`src/hw/scsic_pkg.sv`:
```
package scsic_pkg;
    localparam logic [6:0] CMD_NOP = 7'h00;
    localparam logic [6:0] CMD_FLUSH = 7'h01;
    localparam logic [6:0] CMD_CHIP_RST = 7'h02;
    localparam logic [6:0] CMD_BUS_RST = 7'h03;
    localparam logic [6:0] CMD_RESEL = 7'h40;
    localparam logic [6:0] CMD_SEL = 7'h41;
    localparam logic [6:0] CMD_SEL_ATN = 7'h42;
    localparam logic [6:0] CMD_SEL_STOP = 7'h43;
    localparam logic [6:0] CMD_EN_SEL = 7'h44;
    localparam logic [6:0] CMD_DIS_SEL = 7'h45;
    localparam logic [6:0] CMD_SEL_ATN3 = 7'h46;
    localparam logic [6:0] CMD_RESEL3 = 7'h47;
    localparam int CMD_DMA_BIT = 7;

    localparam int INT_BUS_RST = 7;
    localparam int INT_ILLEGAL = 6;
    localparam int INT_DISC = 5;
    localparam int INT_BUS_SVC = 4;
    localparam int INT_FUNC_DONE = 3;

    localparam logic [2:0] STEP_000 = 3'h0;
    localparam logic [2:0] STEP_001 = 3'h1;
    localparam logic [2:0] STEP_010 = 3'h2;
    localparam logic [2:0] STEP_011 = 3'h3;
    localparam logic [2:0] STEP_100 = 3'h4;

    localparam logic [2:0] PHASE_CMD = 3'h2;
    localparam logic [2:0] PHASE_MSG_OUT = 3'h6;

    localparam int RST_PULSE_CLKS = 130;
    localparam logic [2:0] CCF_ZERO_FACTOR = 3'h0;
    localparam int CCF_ZERO_AS = 8;
    localparam int CNT_W = 24;
    localparam logic [1:0] ATN3_MSG_BYTES = 2'h3;

    typedef enum logic [2:0] {
        ST_IDLE = 3'b000,
        ST_ARB = 3'b001,
        ST_SEL = 3'b010,
        ST_MSG_WAIT = 3'b011,
        ST_MSG = 3'b100,
        ST_CMD_WAIT = 3'b101,
        ST_CMD = 3'b110
    } scsic_state_t;
endpackage : scsic_pkg

```
`src/hw/scsic_rst_timer.sv`:
```
`timescale 1ns/10ps
module scsic_rst_timer #(
    parameter int PULSE_CLKS = scsic_pkg::RST_PULSE_CLKS
) (
    input wire logic core_clk_i,
    input wire logic nrst_i,
    input wire logic clr_i,
    input wire logic start_i,
    input wire logic [2:0] clock_conversion_factor_i,
    output logic bus_reset_output_o
);
    typedef struct packed {
        logic [10:0] cnt;
        logic active;
    } scsic_tmr_t;

    scsic_tmr_t s_q;
    scsic_tmr_t s_d;
    logic [10:0] factor;

    always_comb begin
        // Factor zero stands for eight
        if (clock_conversion_factor_i == scsic_pkg::CCF_ZERO_FACTOR) begin
            factor = 11'(scsic_pkg::CCF_ZERO_AS);
        end else begin
            factor = {8'h00, clock_conversion_factor_i};
        end
        s_d = s_q;
        if (clr_i) begin
            s_d = '0;
        end else if (start_i) begin
            s_d.active = 1'b1;
            s_d.cnt = 11'(11'(PULSE_CLKS) * factor - 11'h001);
        end else if (s_q.active) begin
            if (s_q.cnt == 11'h000) begin
                s_d.active = 1'b0;
            end else begin
                s_d.cnt = s_q.cnt - 11'h001;
            end
        end
    end

    always_ff @(posedge core_clk_i or negedge nrst_i) begin
        if (!nrst_i) begin
            s_q <= '0;
        end else begin
            s_q <= s_d;
        end
    end

    assign bus_reset_output_o = s_q.active;
endmodule : scsic_rst_timer

```
`src/hw/scsic_ctrl.sv`:
```
`timescale 1ns/10ps
module scsic_ctrl (
    input wire logic core_clk_i,
    input wire logic nrst_i,
    // Command port
    input wire logic cmd_wr_i,
    input wire logic [7:0] cmd_i,
    input wire logic [scsic_pkg::CNT_W-1:0] xfer_count_i,
    input wire logic [2:0] clock_conversion_factor_i,
    input wire logic reset_report_en_i,
    input wire logic [4:0] fifo_level_i,
    input wire logic int_clr_i,
    // Bus engine events
    input wire logic bus_reset_input_i,
    input wire logic arb_won_i,
    input wire logic sel_done_i,
    input wire logic sel_timeout_i,
    input wire logic req_i,
    input wire logic [2:0] phase_i,
    input wire logic byte_ack_i,
    input wire logic disconnect_i,
    // Outputs
    output logic cmd_busy_o,
    output logic [7:0] cmd_reg_o,
    output logic [scsic_pkg::CNT_W-1:0] xfer_cnt_o,
    output logic fifo_flush_o,
    output logic bus_reset_output_o,
    output logic arb_req_o,
    output logic sel_o,
    output logic resel_o,
    output logic atn_o,
    output logic xfer_o,
    output logic dma_req_o,
    output logic connected_o,
    output logic sel_en_o,
    output logic [7:0] int_status_o,
    output logic [2:0] seq_step_o
);
    typedef struct packed {
        scsic_pkg::scsic_state_t st;
        logic [7:0] cmd;
        logic locked;
        logic connected;
        logic sel_en;
        logic atn;
        logic dma;
        logic resel;
        logic stop_after_msg;
        logic [1:0] msg_left;
        logic [scsic_pkg::CNT_W-1:0] cmd_left;
        logic [scsic_pkg::CNT_W-1:0] xfer_cnt;
        logic [7:0] ints;
        logic [2:0] step;
        logic flush;
        logic rst_go;
        logic rst_in;
        logic soft_rst;
    } scsic_ctrl_t;

    scsic_ctrl_t s_q;
    scsic_ctrl_t s_d;
    logic [6:0] code;
    logic is_dma;
    logic is_disc_cmd;
    logic [7:0] int_set;
    logic [scsic_pkg::CNT_W-1:0] src_cnt;

    assign code = cmd_i[6:0];
    assign is_dma = cmd_i[scsic_pkg::CMD_DMA_BIT];
    assign is_disc_cmd = (code >= scsic_pkg::CMD_RESEL) && (code <= scsic_pkg::CMD_RESEL3);
    assign src_cnt = is_dma ? s_q.xfer_cnt : {19'h00000, fifo_level_i};

    always_comb begin
        s_d = s_q;
        int_set = 8'h00;
        s_d.flush = 1'b0;
        s_d.rst_go = 1'b0;
        s_d.soft_rst = 1'b0;
        s_d.rst_in = bus_reset_input_i;
        // Looped-back or external bus reset
        if (bus_reset_input_i && !s_q.rst_in && reset_report_en_i) begin
            int_set[scsic_pkg::INT_BUS_RST] = 1'b1;
        end
        if (disconnect_i) begin
            s_d.connected = 1'b0;
            s_d.atn = 1'b0;
        end
        if (s_q.dma && byte_ack_i && s_q.xfer_cnt != '0) begin
            s_d.xfer_cnt = s_q.xfer_cnt - 24'h000001;
        end

        // Sequencer
        unique case (s_q.st)
            scsic_pkg::ST_IDLE: begin
            end
            scsic_pkg::ST_ARB: begin
                if (arb_won_i) begin
                    s_d.st = scsic_pkg::ST_SEL;
                end
            end
            scsic_pkg::ST_SEL: begin
                if (sel_timeout_i) begin
                    // Early end, bus left disconnected
                    s_d.st = scsic_pkg::ST_IDLE;
                    s_d.step = scsic_pkg::STEP_000;
                    s_d.atn = 1'b0;
                    s_d.connected = 1'b0;
                    int_set[scsic_pkg::INT_DISC] = 1'b1;
                end else if (sel_done_i) begin
                    s_d.connected = 1'b1;
                    if (s_q.resel) begin
                        s_d.st = scsic_pkg::ST_MSG;
                    end else if (s_q.atn) begin
                        s_d.st = scsic_pkg::ST_MSG_WAIT;
                    end else begin
                        s_d.st = scsic_pkg::ST_CMD_WAIT;
                    end
                end
            end
            scsic_pkg::ST_MSG_WAIT: begin
                if (req_i) begin
                    if (phase_i == scsic_pkg::PHASE_MSG_OUT) begin
                        s_d.st = scsic_pkg::ST_MSG;
                    end else begin
                        // ATN stays driven here
                        s_d.st = scsic_pkg::ST_IDLE;
                        s_d.step = scsic_pkg::STEP_000;
                        int_set[scsic_pkg::INT_FUNC_DONE] = 1'b1;
                        int_set[scsic_pkg::INT_BUS_SVC] = 1'b1;
                    end
                end
            end
            scsic_pkg::ST_MSG: begin
                if (byte_ack_i) begin
                    if (s_q.resel) begin
                        s_d.st = scsic_pkg::ST_IDLE;
                        int_set[scsic_pkg::INT_FUNC_DONE] = 1'b1;
                    end else if (s_q.msg_left > 2'h1) begin
                        s_d.msg_left = s_q.msg_left - 2'h1;
                    end else if (s_q.stop_after_msg) begin
                        s_d.st = scsic_pkg::ST_IDLE;
                        s_d.step = scsic_pkg::STEP_001;
                        int_set[scsic_pkg::INT_FUNC_DONE] = 1'b1;
                        int_set[scsic_pkg::INT_BUS_SVC] = 1'b1;
                    end else begin
                        s_d.atn = 1'b0;
                        s_d.st = scsic_pkg::ST_CMD_WAIT;
                    end
                end
            end
            scsic_pkg::ST_CMD_WAIT: begin
                if (req_i) begin
                    if (phase_i == scsic_pkg::PHASE_CMD) begin
                        s_d.st = scsic_pkg::ST_CMD;
                    end else begin
                        s_d.st = scsic_pkg::ST_IDLE;
                        s_d.step = scsic_pkg::STEP_010;
                        int_set[scsic_pkg::INT_FUNC_DONE] = 1'b1;
                        int_set[scsic_pkg::INT_BUS_SVC] = 1'b1;
                    end
                end
            end
            scsic_pkg::ST_CMD: begin
                if (byte_ack_i) begin
                    if (s_q.cmd_left <= 24'h000001) begin
                        s_d.st = scsic_pkg::ST_IDLE;
                        s_d.step = scsic_pkg::STEP_100;
                        int_set[scsic_pkg::INT_FUNC_DONE] = 1'b1;
                        int_set[scsic_pkg::INT_BUS_SVC] = 1'b1;
                    end else begin
                        s_d.cmd_left = s_q.cmd_left - 24'h000001;
                    end
                end else if (req_i && phase_i != scsic_pkg::PHASE_CMD) begin
                    s_d.st = scsic_pkg::ST_IDLE;
                    s_d.step = scsic_pkg::STEP_011;
                    int_set[scsic_pkg::INT_FUNC_DONE] = 1'b1;
                    int_set[scsic_pkg::INT_BUS_SVC] = 1'b1;
                end
            end
            default: begin
                s_d.st = scsic_pkg::ST_IDLE;
            end
        endcase

        // Command decode
        if (cmd_wr_i) begin
            s_d.cmd = cmd_i;
            if (s_q.locked) begin
                // Only a no-op frees the command register after reset
                if (code == scsic_pkg::CMD_NOP) begin
                    s_d.locked = 1'b0;
                    if (is_dma) begin
                        s_d.xfer_cnt = xfer_count_i;
                    end
                end
                s_d.cmd = 8'h00;
            end else if (!is_disc_cmd) begin
                // Accepted regardless of bus state
                unique case (code)
                    scsic_pkg::CMD_NOP: begin
                        if (is_dma) begin
                            s_d.xfer_cnt = xfer_count_i;
                        end
                    end
                    scsic_pkg::CMD_FLUSH: begin
                        s_d.flush = 1'b1;
                    end
                    scsic_pkg::CMD_CHIP_RST: begin
                        s_d.soft_rst = 1'b1;
                    end
                    scsic_pkg::CMD_BUS_RST: begin
                        s_d.rst_go = 1'b1;
                    end
                    default: begin
                        s_d.cmd = 8'h00;
                        int_set[scsic_pkg::INT_ILLEGAL] = 1'b1;
                    end
                endcase
            end else if (s_q.connected || s_q.st != scsic_pkg::ST_IDLE ||
                         (is_dma && code == scsic_pkg::CMD_DIS_SEL)) begin
                s_d.cmd = 8'h00;
                int_set[scsic_pkg::INT_ILLEGAL] = 1'b1;
            end else begin
                s_d.dma = is_dma;
                s_d.resel = 1'b0;
                s_d.atn = 1'b0;
                s_d.stop_after_msg = 1'b0;
                s_d.msg_left = 2'h1;
                s_d.cmd_left = src_cnt;
                s_d.step = scsic_pkg::STEP_000;
                unique case (code)
                    scsic_pkg::CMD_EN_SEL: begin
                        s_d.sel_en = 1'b1;
                    end
                    scsic_pkg::CMD_DIS_SEL: begin
                        s_d.sel_en = 1'b0;
                    end
                    scsic_pkg::CMD_RESEL, scsic_pkg::CMD_RESEL3: begin
                        s_d.sel_en = 1'b0;
                        s_d.resel = 1'b1;
                        s_d.st = scsic_pkg::ST_ARB;
                    end
                    scsic_pkg::CMD_SEL: begin
                        s_d.sel_en = 1'b0;
                        s_d.st = scsic_pkg::ST_ARB;
                    end
                    default: begin
                        // Select with ATN variants
                        s_d.sel_en = 1'b0;
                        s_d.atn = 1'b1;
                        s_d.st = scsic_pkg::ST_ARB;
                        s_d.stop_after_msg = (code == scsic_pkg::CMD_SEL_STOP);
                        if (code == scsic_pkg::CMD_SEL_ATN3) begin
                            s_d.msg_left = scsic_pkg::ATN3_MSG_BYTES;
                        end
                        // Message bytes are not part of the command count
                        if (src_cnt > {22'h000000, s_d.msg_left}) begin
                            s_d.cmd_left = src_cnt - {22'h000000, s_d.msg_left};
                        end else begin
                            s_d.cmd_left = 24'h000001;
                        end
                    end
                endcase
            end
        end

        // Sticky flags: a new event wins over the clear
        s_d.ints = (int_clr_i ? 8'h00 : s_q.ints) | int_set;
        if (s_q.st == scsic_pkg::ST_IDLE && s_d.st == scsic_pkg::ST_IDLE && s_q.cmd != 8'h00 &&
            !cmd_wr_i) begin
            s_d.cmd = 8'h00;
        end

        // Chip reset returns everything to the reset values except rst_in, which samples the bus reset input
        if (s_q.soft_rst) begin
            s_d = '0;
            s_d.locked = 1'b1;
            s_d.rst_in = bus_reset_input_i;
        end
    end

    always_ff @(posedge core_clk_i or negedge nrst_i) begin
        if (!nrst_i) begin
            s_q <= '0;
            s_q.locked <= 1'b1;
        end else begin
            s_q <= s_d;
        end
    end

    scsic_rst_timer #(
        .PULSE_CLKS(scsic_pkg::RST_PULSE_CLKS)
    ) u_rst_timer (
        .core_clk_i(core_clk_i),
        .nrst_i(nrst_i),
        .clr_i(s_q.soft_rst),
        .start_i(s_q.rst_go),
        .clock_conversion_factor_i(clock_conversion_factor_i),
        .bus_reset_output_o(bus_reset_output_o)
    );

    assign cmd_busy_o = s_q.locked || s_q.st != scsic_pkg::ST_IDLE;
    assign cmd_reg_o = s_q.cmd;
    assign xfer_cnt_o = s_q.xfer_cnt;
    assign fifo_flush_o = s_q.flush;
    assign arb_req_o = s_q.st == scsic_pkg::ST_ARB;
    assign sel_o = s_q.st == scsic_pkg::ST_SEL && !s_q.resel;
    assign resel_o = s_q.st == scsic_pkg::ST_SEL && s_q.resel;
    assign atn_o = s_q.atn;
    assign xfer_o = s_q.st == scsic_pkg::ST_MSG || s_q.st == scsic_pkg::ST_CMD;
    assign dma_req_o = xfer_o && s_q.dma;
    assign connected_o = s_q.connected;
    assign sel_en_o = s_q.sel_en;
    assign int_status_o = s_q.ints;
    assign seq_step_o = s_q.step;
endmodule : scsic_ctrl

```
`config.mk`:
```
export PLATFORM = sky130hd
export DESIGN_NAME = scsic_ctrl
export DESIGN_NICKNAME = d
export VERILOG_FILES = /design/src/hw/scsic_pkg.sv /design/src/hw/scsic_rst_timer.sv /design/src/hw/scsic_ctrl.sv
export SDC_FILE = /design/constraint.sdc
export NUM_CORES = 1
export LEC_CHECK = 0
export BUFFER_PORTS_ARGS = -buffer_cell sky130_fd_sc_hd__buf_4
export CORE_MARGIN = 2
export CORE_UTILIZATION = 45
export CTS_CLUSTER_SIZE = 24
export DETAILED_ROUTE_END_ITERATION = 10
export HOLD_SLACK_MARGIN = 0.05
export PLACE_DENSITY = 0.66
export SETUP_SLACK_MARGIN = 0.1
export SLEW_MARGIN = 20
export SYNTH_ARGS = -nofsm -noshare
export SYNTH_HDL_FRONTEND = slang
export SYNTH_SLANG_ARGS = --single-unit
```
`constraint.sdc`:
```
create_clock -name core_clk_i -period 3.05 [get_ports core_clk_i]
set_input_delay 0.1525 -clock core_clk_i [delete_from_list [all_inputs] [get_ports core_clk_i]]
set_output_delay 0.1525 -clock core_clk_i [all_outputs]
set_load 0.02 [all_outputs]
```
==> results of run 1 <==
[cells in the mapped netlist (4+ instances only)]
cell | number | area [um2]
sky130_fd_sc_hd__dfrtp_1 | 91 | 2280
sky130_fd_sc_hd__nor2_1 | 78 | 293
sky130_fd_sc_hd__nand2_1 | 73 | 274
sky130_fd_sc_hd__o21ai_0 | 57 | 285
sky130_fd_sc_hd__buf_4 | 46 | 345
sky130_fd_sc_hd__a21oi_1 | 40 | 200
sky130_fd_sc_hd__nor3_1 | 37 | 185
sky130_fd_sc_hd__xnor2_1 | 29 | 254
sky130_fd_sc_hd__clkbuf_1 | 28 | 105
sky130_fd_sc_hd__xor2_1 | 21 | 184
sky130_fd_sc_hd__inv_1 | 20 | 75.1
sky130_fd_sc_hd__nand2b_1 | 19 | 119
sky130_fd_sc_hd__nor4_1 | 18 | 113
sky130_fd_sc_hd__nor2b_1 | 15 | 93.8
sky130_fd_sc_hd__and3_1 | 13 | 81.3
sky130_fd_sc_hd__buf_2 | 13 | 65.1
sky130_fd_sc_hd__nand3_1 | 13 | 65.1
sky130_fd_sc_hd__o22ai_1 | 13 | 81.3
sky130_fd_sc_hd__a211oi_1 | 10 | 75.1
sky130_fd_sc_hd__a22o_1 | 10 | 87.6
sky130_fd_sc_hd__ha_1 | 10 | 125
sky130_fd_sc_hd__or3_1 | 9 | 56.3
sky130_fd_sc_hd__nor3b_1 | 7 | 52.6
sky130_fd_sc_hd__nand4_1 | 6 | 37.5
sky130_fd_sc_hd__o21a_1 | 6 | 45.0
sky130_fd_sc_hd__o31ai_1 | 6 | 45.0
sky130_fd_sc_hd__or2_2 | 6 | 37.5
sky130_fd_sc_hd__a21o_1 | 5 | 37.5
sky130_fd_sc_hd__a32oi_1 | 5 | 43.8
sky130_fd_sc_hd__and2_1 | 5 | 31.3
sky130_fd_sc_hd__mux2i_1 | 5 | 50.1
sky130_fd_sc_hd__buf_1 | 4 | 15.0
sky130_fd_sc_hd__nand3b_1 | 4 | 30.0
[state kept, by name (all words and copies together) (netlist names)]
signal and cells:
s_q 36, xfer_cnt_o 24, u_rst_timer.s_q 11, cmd_reg_o 8
int_status_o 5, seq_step_o 3, atn_o 1, connected_o 1
fifo_flush_o 1, sel_en_o 1, u_rst_timer.bus_reset_output_o 1
[kinds of logic (layout without fill, tap and decap cells)]
kind of cell               Yosys count  after routing  share of synthesized area (%)
AOI/OAI and AO/OA                  194            194                           19.3
xor gates and xnor gates            50             50                           6.55
adders and majority gates           11             11                           2.17
buffers and inverters              113            190                           9.39
DFF                                 92             92                           34.4
muxes                                6              6                          0.916
other                                1              3                         0.0561
and+or+nand+nor                    335            335                           27.2
[final timing paths]
kind	start	cells after the start	slack [ps]	end
worst min register to register	s_q[71]	1	520	s_q[71]
worst max-delay path	xfer_cnt_o[1]	8	540	s_q[52]
worst min-delay path	int_clr_i	3	80	int_status_o[5]
worst max register to register	xfer_cnt_o[1]	8	540	s_q[52]
min in group asynchronous	nrst_i	2	200	u_rst_timer.s_q[10]
max in group asynchronous	nrst_i	3	2170	s_q[71]
[area by class of cell]
type | count | area [um2] | share of cell area, %
multi-input combinational | 599 | 3770 | 47.6
sequential | 92 | 2300 | 29.1
timing repair buffer | 154 | 1230 | 15.6
clock buffer | 10 | 239 | 3.02
tap | 184 | 230 | 2.91
inverter | 20 | 75.1 | 0.948
clock inverter | 6 | 68.8 | 0.869
[cell usage in the layout, fill, tap and decap left out, types with 13 or more instances in the layout]
master / n
sky130_fd_sc_hd__buf_4: 127
sky130_fd_sc_hd__dfrtp_1: 91
sky130_fd_sc_hd__nor2_1: 78
sky130_fd_sc_hd__nand2_1: 73
sky130_fd_sc_hd__o21ai_0: 57
sky130_fd_sc_hd__a21oi_1: 40
sky130_fd_sc_hd__nor3_1: 37
sky130_fd_sc_hd__xnor2_1: 29
sky130_fd_sc_hd__dlygate4sd3_1: 26
sky130_fd_sc_hd__xor2_1: 21
sky130_fd_sc_hd__inv_1: 20
sky130_fd_sc_hd__nand2b_1: 19
sky130_fd_sc_hd__nor4_1: 17
sky130_fd_sc_hd__nor2b_1: 15
sky130_fd_sc_hd__and3_1: 13
sky130_fd_sc_hd__nand3_1: 13
sky130_fd_sc_hd__o22ai_1: 13
[per-layer routing]
layer	GRT usage (%)	vias to the layer above	wire length, um
li1	-	2956	-
met1	32.1	2963	8210
met2	35.6	187	8280
met3	3.19	24	823
met4	7.63	0	299
met5	0	-	0
[metrics by stage]
step	utilization, %	hold slack, ps	setup WS [ps]
floorplan	-	-143	489
global placement	50.6	29.4	270
detailed placement	50.6	33.2	202
CTS	54.5	68.8	575
global route	54.5	90.4	297
finish	54.5	75.1	537
[power breakdown]
part / internal, mW / switching (mW)
clock: 0.668 / 0.531
sequential: 1.58 / 0.592
combinational: 1.37 / 1.85
total: 3.61 / 2.98
[worst max-delay path: stages (launching register included)]
cell	delay, ps
sky130_fd_sc_hd__dfrtp_1	460
sky130_fd_sc_hd__mux2_2	340
sky130_fd_sc_hd__ha_1	300
sky130_fd_sc_hd__ha_1	140
sky130_fd_sc_hd__nor2_1	40
sky130_fd_sc_hd__or3_4	360
sky130_fd_sc_hd__o21ai_4	430
sky130_fd_sc_hd__buf_4	220
sky130_fd_sc_hd__o31ai_1	80
==> summary.md, run 1 <==
| Metric | Value |
|---|---|
| Type of the worst setup path | `register to register` |
| Setup TNS | `0 ps` |
| Remaining global-route overflow | `0` |
| Clock Tree Root | `sky130_fd_sc_hd__clkbuf_16` |
| Post-DP HPWL | `12.8 mm` |
| Drt via density | `5.76` |
| Area of the mapped netlist | `6690 um2` |
| Number of rows in the core area | `44` |
| Asr flop ratio synth | `100%` |
| Placer congestion estimate | `0.911` |
| Effective utilization at floorplan | `46.0%` |
| Number of max-cap violations | `0` |
| Post-layout net count | `942` |
| Maximum vdd drop | `0.454 mV` |
| Clock latency at the later pin of the worst-skew pair | `360 ps` |
| Ratio of cells with drive above 1 in the final layout | `20.2%` |
| Final critical-path required period | `2510 ps` |
| Total non-filler cell area in the finished layout | `7920 um2` |
| Vias after detailed routing | `6,130` |
| Number of design rule violations left after detail routing | `0` |
| Power, Total | `6.59 mW` |
| Share of the yosys chip area belonging to registers | `34.4%` |
| Clock buffer depth | `2` |
| Number of diodes | `0` |
| Slew at the pin with the worst max-slew slack | `732 ps` |
| Number of antenna-violating nets in the routed design | `0` |
| Final cell count without fillers | `1,065` |
| Final setup skew | `9.99 ps` |
| Power Density | `832 nW/um2` |
| Req. time, crit path | `3280 ps` |
| Number of hold buffers added after CTS | `26` |
| Fmax achieved | `398 MHz` |
| Deepest level of the CTS H-tree | `3` |
| Number of buffers inserted to repair setup after CTS | `0` |
| Global-route wire length before repair | `29.6 mm` |
| CTS tree | `done` |
| Final count of hold timing violations | `0` |
| Number of filler cells placed in the layout | `1,342` |
| Cell area after placement | `7350 um2` |
| Count of clock tree sinks | `92` |
| Router iterations before antenna repair | `5` |
| Wire length per cell | `16.5 um` |
| Biggest fanout along the worst timing path | `15` |
| HP Class | `primary input to register` |
| Die span in x | `126 um` |
| Number of DRC markers in iteration 0 | `559` |
| Startpoint type of the worst setup path | `register` |
| Floorplan core area | `14,500 um2` |
| Pin count of the biggest net entering global routing | `79` |
| Number of clock buffers inserted by TritonCTS | `9` |
| Count of unique library cells instantiated by Yosys | `86` |
| Die Ht | `126 um` |
| Number of antenna violations at the first check in global routing | `0` |
| Yosys synthesis warning count | `0` |
| Vias in the first global route | `5,836` |
| Post-cts resize count | `0` |
| Share of the clock period used by the worst path after layout | `82.4%` |
| Placed cell count | `1,023` |
| Ports placed on the boundary | `109` |
| Category of the worst setup path capture point | `register` |
| Clock-pin slew on the worst setup and hold paths | `70 ps` |
| Area growth from synthesis to layout | `18.4%` |
| Max-slew violation count | `0` |
| Result of the run | `finished clean` |
| Rel. slew slack | `50.8%` |
| Seq cells post-synth | `92` |
| Total die area | `15,900 um2` |
| Leakage power summed over all cells | `3.49 nW` |
| IO Port Bufs | `105` |
| Number of enable-type register cells in the synthesized netlist | `0` |
| Dominant synthesized flop cell | `sky130_fd_sc_hd__dfrtp_1` |
| Arrival time reported for the critical path endpoint | `2740 ps` |
| Setup violations, final | `0` |
| Post-Synthesis Mean Instance Area | `8.34 um2` |
| Synthesized instance count | `802` |
| Final wirelength | `17.6 mm` |
| Aggregate global-route resource usage | `22.6%` |
| Unrepaired setup endpoints after global routing | `no` |
No activity file was read; power rests on OpenSTA's default activity.
==> run 2, diff against run 1 <==
--- a/config.mk
+++ b/config.mk
@@ -11,7 +11,7 @@
 export CTS_CLUSTER_SIZE = 24
 export DETAILED_ROUTE_END_ITERATION = 10
 export HOLD_SLACK_MARGIN = 0.05
-export PLACE_DENSITY = 0.66
+export PLACE_DENSITY = 0.68
 export SETUP_SLACK_MARGIN = 0.1
 export SLEW_MARGIN = 20
 export SYNTH_ARGS = -nofsm -noshare
==> constraint.sdc (replaced) <==
create_clock -name core_clk_i -period 2.16 [get_ports core_clk_i]
set_input_delay 0.108 -clock core_clk_i [delete_from_list [all_inputs] [get_ports core_clk_i]]
set_output_delay 0.108 -clock core_clk_i [all_outputs]
set_load 0.02 [all_outputs]
==> run 2 against run 1 <==
The flow now finishes with violations (negative setup slack); routed wire length up 5.8%; global-route usage up 0.82 points; critical path type unchanged; largest power group unchanged; combinational power up 97%; first-iteration DRC count down 25%.
==> summary.md, run 2 (synthesis results as in run 1) <==
| Metric | Value |
|---|---|
| Most common library cell in the layout ignoring fill and taps | `sky130_fd_sc_hd__buf_4 (unchanged)` |
| Clock latency at the later pin of the worst-skew pair | `360 ps (about the same)` |
| Kind of cell adding the most delay to the critical path | `simple AND/OR/NAND/NOR gates (was compound AO/OA/AOI/OAI gates)` |
| Placer congestion estimate | `0.850 (was 0.911)` |
| Post-DP HPWL | `13.5 mm (was 12.8 mm)` |
| Die span in x | `126 um (unchanged)` |
| Vias in the first global route | `6,184 (was 5,836)` |
| Category of the worst setup path capture point | `register (unchanged)` |
| Multi-input gate area in the final layout | `4140 um2 (was 3770 um2)` |
| Worst hold endpoint | `int_status_o[7] (was int_status_o[5])` |
| Total die area | `15,900 um2 (unchanged)` |
| Aggregate global-route resource usage | `23.4% (was 22.6%)` |
| Number of DRC markers in iteration 0 | `417 (was 559)` |
| Met2 Use GR | `37.5% (was 35.6%)` |
| Wire length per cell | `16.1 um (was 16.5 um)` |
| Longest individual stage delay on the worst path | `430 ps (was 460 ps)` |
| Fmax achieved | `457 MHz (was 398 MHz)` |
| Critical R2R Launch | `xfer_cnt_o[1] (unchanged)` |
| Power Density | `1190 nW/um2 (was 832 nW/um2)` |
| Critical Path Most Common Cell | `sky130_fd_sc_hd__ha_4 (was sky130_fd_sc_hd__ha_1)` |
| Critical-path cell list | `mux2_4, ha_4, ha_4, nor2_1, or3_4, or4_4, nand3_2, o22ai_2 (was mux2_2, ha_1, ha_1, nor2_1, or3_4, o21ai_4, buf_4, o31ai_1)` |
| Flop-to-flop setup slack | `-30 ps (was 540 ps)` |
| Biggest fanout along the worst timing path | `3 (was 15)` |
| Routing layer with the top usage in global route | `met2 (unchanged)` |
| Clock-pin slew on the worst setup and hold paths | `80 ps (was 70 ps)` |
| Arrival time reported for the critical path endpoint | `2430 ps (was 2740 ps)` |
| Final count of hold timing violations | `0 (unchanged)` |
| Startpoint type of the worst setup path | `register (unchanged)` |
| CTS tree | `done (unchanged)` |
| HP Class | `primary input to register (unchanged)` |
| Die Ht | `126 um (unchanged)` |
| Number of filler cells placed in the layout | `1,235 (was 1,342)` |
| Final wirelength | `18.6 mm (was 17.6 mm)` |
| Launch point of the worst hold path | `reset_report_en_i (was int_clr_i)` |
| Setup violations, final | `6 (was 0)` |
| Reg2reg path depth | `8 (unchanged)` |
| IO Port Bufs | `105 (unchanged)` |
| Register ranked first by flip-flop count | `s_q (unchanged)` |
| Flip-flop count of the largest register after layout | `36 (unchanged)` |
| Crit path buf inv count | `0 (was 1)` |
| Share of the clock period used by the worst path after layout | `101% (was 82.4%)` |
| Endpoint of the most critical register-to-register path | `s_q[58] (was s_q[52])` |
| Area growth from synthesis to layout | `34.9% (was 18.4%)` |
| Global-route wire length before repair | `30.6 mm (was 29.6 mm)` |
| Worst-path cell with the longest stage delay | `sky130_fd_sc_hd__or4_4 (was sky130_fd_sc_hd__dfrtp_1)` |
| Effective utilization at floorplan | `46.0% (unchanged)` |
| Number of rows in the core area | `44 (unchanged)` |
| Clock Tree Root | `sky130_fd_sc_hd__clkbuf_16 (unchanged)` |
| Final setup skew | `9.78 ps (was 9.99 ps)` |
| Req. time, crit path | `2400 ps (was 3280 ps)` |
| Smallest setup slack after layout | `-27.8 ps (was 537 ps)` |
| Drt via density | `5.53 (was 5.76)` |
| Remaining global-route overflow | `0 (unchanged)` |
| Cell area after placement | `8060 um2 (was 7350 um2)` |
| Slew at the pin with the worst max-slew slack | `768 ps (was 732 ps)` |
| Rel. slew slack | `48.4% (was 50.8%)` |
| Count of clock tree sinks | `92 (unchanged)` |
| Instance count along the most critical hold path | `3 (unchanged)` |
| Total non-filler cell area in the finished layout | `9020 um2 (was 7920 um2)` |
| Number of design rule violations left after detail routing | `0 (unchanged)` |
| Number of clock buffers inserted by TritonCTS | `9 (unchanged)` |
| Floorplan core area | `14,500 um2 (unchanged)` |
| Result of the run | `complete, but fails checks (was finished clean)` |
| Commonest cells after routing, fill and taps aside | `sky130_fd_sc_hd__buf_4, sky130_fd_sc_hd__dfrtp_1, sky130_fd_sc_hd__nand2_1, sky130_fd_sc_hd__nor2_1, sky130_fd_sc_hd__o21ai_0 (was sky130_fd_sc_hd__buf_4, sky130_fd_sc_hd__dfrtp_1, sky130_fd_sc_hd__nor2_1, sky130_fd_sc_hd__nand2_1, sky130_fd_sc_hd__o21ai_0)` |
| Violated checks | `negative setup slack` |
| Leakage power summed over all cells | `4.01 nW (was 3.49 nW)` |
| Setup TNS | `-100 ps (was 0 ps)` |
| Maximum vdd drop | `0.859 mV (was 0.454 mV)` |
| Global-route track usage on met1 | `32.9% (was 32.1%)` |
| Deepest level of the CTS H-tree | `3 (unchanged)` |
| Final critical-path required period | `2190 ps (was 2510 ps)` |
| Number of max-cap violations | `0 (unchanged)` |
| Unrepaired setup endpoints after global routing | `yes (was no)` |
| Max-slew violation count | `0 (unchanged)` |
| Ports placed on the boundary | `109 (unchanged)` |
| First element of the critical path | `xfer_cnt_o[1] (unchanged)` |
| Router iterations before antenna repair | `5 (unchanged)` |
| Ratio of cells with drive above 1 in the final layout | `33.5% (was 20.2%)` |
| Met3 capacity usage during global routing | `4.25% (was 3.19%)` |
| Number of diodes | `0 (unchanged)` |
| Number of antenna violations at the first check in global routing | `0 (unchanged)` |
| Type of the worst setup path | `register to register (unchanged)` |
| Vias after detailed routing | `6,395 (was 6,130)` |
| FF+latch area | `2310 um2 (was 2300 um2)` |
| Pin count of the biggest net entering global routing | `49 (was 79)` |
| Post-layout net count | `1,033 (was 942)` |
| Clock buffer depth | `2 (unchanged)` |
| Number of antenna-violating nets in the routed design | `0 (unchanged)` |
-- run 2: area by class of cell --
| type | instances | area share [%] |
|---|---|---|
| clock buffers | 10 | 2.65 |
| clock inverters | 6 | 0.610 |
| inverters | 20 | 0.832 |
| multi-input cells | 599 | 45.9 |
| flip-flops and latches | 92 | 25.6 |
| well taps | 184 | 2.55 |
| repair buffers | 245 | 21.9 |
-- run 2: repair_timing --
action                     in CTS  in global routing
hold endpoints to repair       69                  0
gates resized for setup        27                 52
setup endpoints to repair      31                 55
setup buffers                   4                  5
pin swaps                       8                 13
hold buffers                   26                  0
-- run 2: per-stage QoR --
stage | power (mW) | hold WS (ps) | cells | utilization [%] | setup slack [ps]
detailed placement | 8.41 | 139 | 1105 | 55.4 | -425
global route | 11.5 | 63.0 | 1156 | 62.1 | -81.6
floorplan | 6.46 | -188 | 804 | - | -214
global placement | 8.34 | 135 | 1105 | 55.4 | -378
CTS | 10.3 | 53.0 | 1151 | 60.2 | -10.3
finish | 10.8 | 54.0 | 1156 | 62.1 | -27.8
-- run 2: how the worst max path moves through the flow --
stage                     cells past startpoint  endpoint  slack (ps)
after floorplan                              12   s_q[58]        -210
after global placement                       13   s_q[58]        -380
after detailed placement                     13   s_q[58]        -420
after CTS                                     8   s_q[58]         -10
after global routing                          9   s_q[51]         -80
final                                         8   s_q[58]         -30
-- run 2: power by group --
| part | leakage, nW | internal (mW) | switching [mW] |
|---|---|---|---|
| combinational | 2.65 | 2.98 | 3.35 |
| clock | 0.140 | 0.838 | 0.768 |
| sequential | 1.22 | 2.24 | 0.574 |
| total | 4.01 | 6.06 | 4.70 |
-- run 2: worst register-to-register path: stages, from the launching register on --
cell	delay, ps
sky130_fd_sc_hd__dfrtp_1	390
sky130_fd_sc_hd__mux2_4	300
sky130_fd_sc_hd__ha_4	290
sky130_fd_sc_hd__ha_4	120
sky130_fd_sc_hd__nor2_1	40
sky130_fd_sc_hd__or3_4	360
sky130_fd_sc_hd__or4_4	430
sky130_fd_sc_hd__nand3_2	80
sky130_fd_sc_hd__o22ai_2	70
-- run 2: per-layer routing --
metal	share of wire, %	wire length, um	vias to the layer above
met1	47	8760	3047
met5	0	0	-
li1	-	-	3141
met3	4.8	890	21
met2	47	8760	186
met4	1.2	218	0
==> run 3, diff against run 2 <==
--- a/config.mk
+++ b/config.mk
@@ -7,11 +7,10 @@
 export LEC_CHECK = 0
 export BUFFER_PORTS_ARGS = -buffer_cell sky130_fd_sc_hd__buf_4
 export CORE_MARGIN = 2
-export CORE_UTILIZATION = 45
+export CORE_UTILIZATION = 40
 export CTS_CLUSTER_SIZE = 24
 export DETAILED_ROUTE_END_ITERATION = 10
 export HOLD_SLACK_MARGIN = 0.05
-export PLACE_DENSITY = 0.68
 export SETUP_SLACK_MARGIN = 0.1
 export SLEW_MARGIN = 20
 export SYNTH_ARGS = -nofsm -noshare
==> run 3 against run 2 <==
The flow now finishes without violations; critical path depth stayed put; die area is 12% higher; count of clock-buffer cells in the layout stayed put; worst hold slack better by 2.3 ps; via count is 1.6% lower; routed wire length is 1.7% higher; maximum frequency is 1.5% higher; setup slack better by 33 ps; sequential power is 1% lower; combinational power is 3.5% higher; flip-flop and latch count stayed put; cell area is 2.0% higher.
==> summary.md, run 3 (synthesis results as in run 1) <==
| Metric | Value |
|---|---|
| Final count of hold timing violations | `0 (unchanged)` |
| Setup violations, final | `0 (was 6)` |
| Number of antenna-violating nets in the routed design | `0 (unchanged)` |
| Clock-pin slew on the worst setup and hold paths | `70 ps (was 80 ps)` |
| Area growth from synthesis to layout | `37.6% (was 34.9%)` |
| Pin count of the biggest net entering global routing | `44 (was 49)` |
| Commonest cells after routing, fill and taps aside | `sky130_fd_sc_hd__buf_4, sky130_fd_sc_hd__dfrtp_1, sky130_fd_sc_hd__nor2_1, sky130_fd_sc_hd__nand2_1, sky130_fd_sc_hd__o21ai_0 (was sky130_fd_sc_hd__buf_4, sky130_fd_sc_hd__dfrtp_1, sky130_fd_sc_hd__nand2_1, sky130_fd_sc_hd__nor2_1, sky130_fd_sc_hd__o21ai_0)` |
| Ports placed on the boundary | `109 (unchanged)` |
| Router iterations before antenna repair | `5 (unchanged)` |
| Leakage power summed over all cells | `4.10 nW (was 4.01 nW)` |
| Clock Tree Root | `sky130_fd_sc_hd__clkbuf_16 (unchanged)` |
| Count of clock tree sinks | `92 (unchanged)` |
| Register ranked first by flip-flop count | `s_q (unchanged)` |
| Share of the core filled with cells in the final layout | `55.9% (was 62.1%)` |
| Vias after detailed routing | `6,292 (was 6,395)` |
| HP Class | `primary input to register (unchanged)` |
| Placer congestion estimate | `0.833 (was 0.850)` |
| Drt via density | `5.25 (was 5.53)` |
| Power Density | `1210 nW/um2 (was 1190 nW/um2)` |
| Worst-path cell with the longest stage delay | `sky130_fd_sc_hd__or4_4 (unchanged)` |
| Total non-filler cell area in the finished layout | `9200 um2 (was 9020 um2)` |
| Clock latency at the later pin of the worst-skew pair | `360 ps (about the same)` |
| Req. time, crit path | `2400 ps (about the same)` |
| Global-route wire length before repair | `30.2 mm (was 30.6 mm)` |
| Critical-path cell list | `mux2_4, ha_4, ha_4, nor2_2, or3_4, or4_4, nand3_2, o22ai_2 (was mux2_4, ha_4, ha_4, nor2_1, or3_4, or4_4, nand3_2, o22ai_2)` |
| Die span in x | `133 um (was 126 um)` |
| Maximum vdd drop | `0.553 mV (was 0.859 mV)` |
| Smallest setup slack after layout | `4.81 ps (was -27.8 ps)` |
| Rel. slew slack | `49.2% (was 48.4%)` |
| Biggest fanout along the worst timing path | `3 (unchanged)` |
| Effective utilization at floorplan | `40.6% (was 46.0%)` |
| Category of the worst setup path capture point | `register (unchanged)` |
| Number of diodes | `0 (unchanged)` |
| Number of DRC markers in iteration 0 | `340 (was 417)` |
| Share of the clock period used by the worst path after layout | `99.8% (was 101%)` |
| Unrepaired setup endpoints after global routing | `yes (unchanged)` |
| Number of clock buffers inserted by TritonCTS | `9 (unchanged)` |
| Type of the worst setup path | `register to register (unchanged)` |
| Post-layout net count | `1,040 (was 1,033)` |
| Fmax achieved | `464 MHz (was 457 MHz)` |
| Slew at the pin with the worst max-slew slack | `756 ps (was 768 ps)` |
| Number of rows in the core area | `47 (was 44)` |
| Arrival time reported for the critical path endpoint | `2400 ps (was 2430 ps)` |
| Result of the run | `finished clean (was complete, but fails checks)` |
| Final wirelength | `19.0 mm (was 18.6 mm)` |
| Number of max-cap violations | `0 (unchanged)` |
| Post-DP HPWL | `13.6 mm (was 13.5 mm)` |
| Final cell count without fillers | `1,199 (was 1,156)` |
| Most common library cell in the layout ignoring fill and taps | `sky130_fd_sc_hd__buf_4 (unchanged)` |
| Placed cell count | `1,130 (was 1,105)` |
| Total die area | `17,800 um2 (was 15,900 um2)` |
| Startpoint type of the worst setup path | `register (unchanged)` |
| IO Port Bufs | `105 (unchanged)` |
| Cell area after placement | `8000 um2 (was 8060 um2)` |
| Final critical-path required period | `2160 ps (was 2190 ps)` |
| Longest individual stage delay on the worst path | `420 ps (was 430 ps)` |
| Die Ht | `133 um (was 126 um)` |
| Flip-flop count of the largest register after layout | `36 (unchanged)` |
| Remaining global-route overflow | `0 (unchanged)` |
| Worst slack at placement | `-366 ps (was -425 ps)` |
| Aggregate global-route resource usage | `21.1% (was 23.4%)` |
| Number of design rule violations left after detail routing | `0 (unchanged)` |
| Clock buffer depth | `2 (unchanged)` |
| Number of antenna violations at the first check in global routing | `0 (unchanged)` |
| Final setup skew | `9.18 ps (was 9.78 ps)` |
| Critical Path Most Common Cell | `sky130_fd_sc_hd__ha_4 (unchanged)` |
| Setup TNS | `0 ps (was -100 ps)` |
| Deepest level of the CTS H-tree | `3 (unchanged)` |
| Ratio of cells with drive above 1 in the final layout | `33.9% (was 33.5%)` |
| Floorplan core area | `16,500 um2 (was 14,500 um2)` |
| Wire length per cell | `15.8 um (was 16.1 um)` |
| Max-slew violation count | `0 (unchanged)` |
| Vias in the first global route | `5,992 (was 6,184)` |
| CTS tree | `done (unchanged)` |
## run 3: changes by cell type in the layout (fill, tap and decap cells not counted), moves of 3 or more
cell and delta:
sky130_fd_sc_hd__a21oi_1 -3, sky130_fd_sc_hd__a21oi_2 +4, sky130_fd_sc_hd__buf_6 +3, sky130_fd_sc_hd__nand2_1 -4, sky130_fd_sc_hd__nor2_1 +3, sky130_fd_sc_hd__nor2_4 -3
sky130_fd_sc_hd__nor4_2 -3, sky130_fd_sc_hd__o22ai_1 -6, sky130_fd_sc_hd__o22ai_2 +6
## run 3: repair_timing
action	CTS	global route
setup buffers	9	13
pin swaps	12	22
endpoints found under the setup margin	38	56
gates resized for setup	14	77
hold buffers	28	0
endpoints found under the hold margin	58	0
gates cloned	2	1
## run 3: through the flow
stage          hold WS (ps)  power, mW
6_report               56.3       11.1
5_1_grt                64.8       11.9
4_1_cts                50.3       10.5
3_5_place_dp            105       8.33
3_3_place_gp           98.4       8.29
2_1_floorplan          -188       6.46
## run 3: final timing paths
kind                            startpoint                  to  slack, ps  cells past startpoint
max in group asynchronous           nrst_i             s_q[71]       1270                      3
setup reg to reg             xfer_cnt_o[1]             s_q[58]          5                      8
hold / removal             xfer_count_i[2]       xfer_cnt_o[2]         60                      3
hold reg to reg               cmd_reg_o[5]        cmd_reg_o[5]        520                      1
setup / recovery             xfer_cnt_o[1]             s_q[58]          5                      8
min in group asynchronous           nrst_i  u_rst_timer.s_q[9]        250                      2
## run 3: cell type report
type                    instances  area, um2
multi-input cells             601       4210
fillers                      1520       7260
clock buffers                  10        229
inverters                      20       75.1
well taps                     220        275
repair buffers                250       2010
clock inverters                 6       93.8
flip-flops and latches         92       2300
## run 3: worst max-delay path: cells and delay by family (launching register included)
| kind | cells | cell delay, ps |
|---|---|---|
| adders and majority gates | 2 | 410 |
| DFF | 1 | 380 |
| and+or+nand+nor | 4 | 880 |
| muxes | 1 | 300 |
| AOI/OAI and AO/OA | 1 | 70 |
## run 3: power by group
| part | switching [mW] | leakage [nW] | internal (mW) |
|---|---|---|---|
| registers | 0.542 | 1.22 | 2.23 |
| logic | 3.48 | 2.72 | 3.08 |
| clock network | 0.744 | 0.159 | 1.03 |
## run 3: metal layers
layer / part of all wire, % / routed length [um] / track usage (%) / up-vias
met5: 0 / 0 / 0 / -
met1: 49 / 9250 / 29.8 / 2960
li1: - / - / - / 3161
met4: 1.0 / 195 / 5.02 / 0
met2: 47 / 8820 / 33.8 / 157
met3: 3.7 / 692 / 3.50 / 14
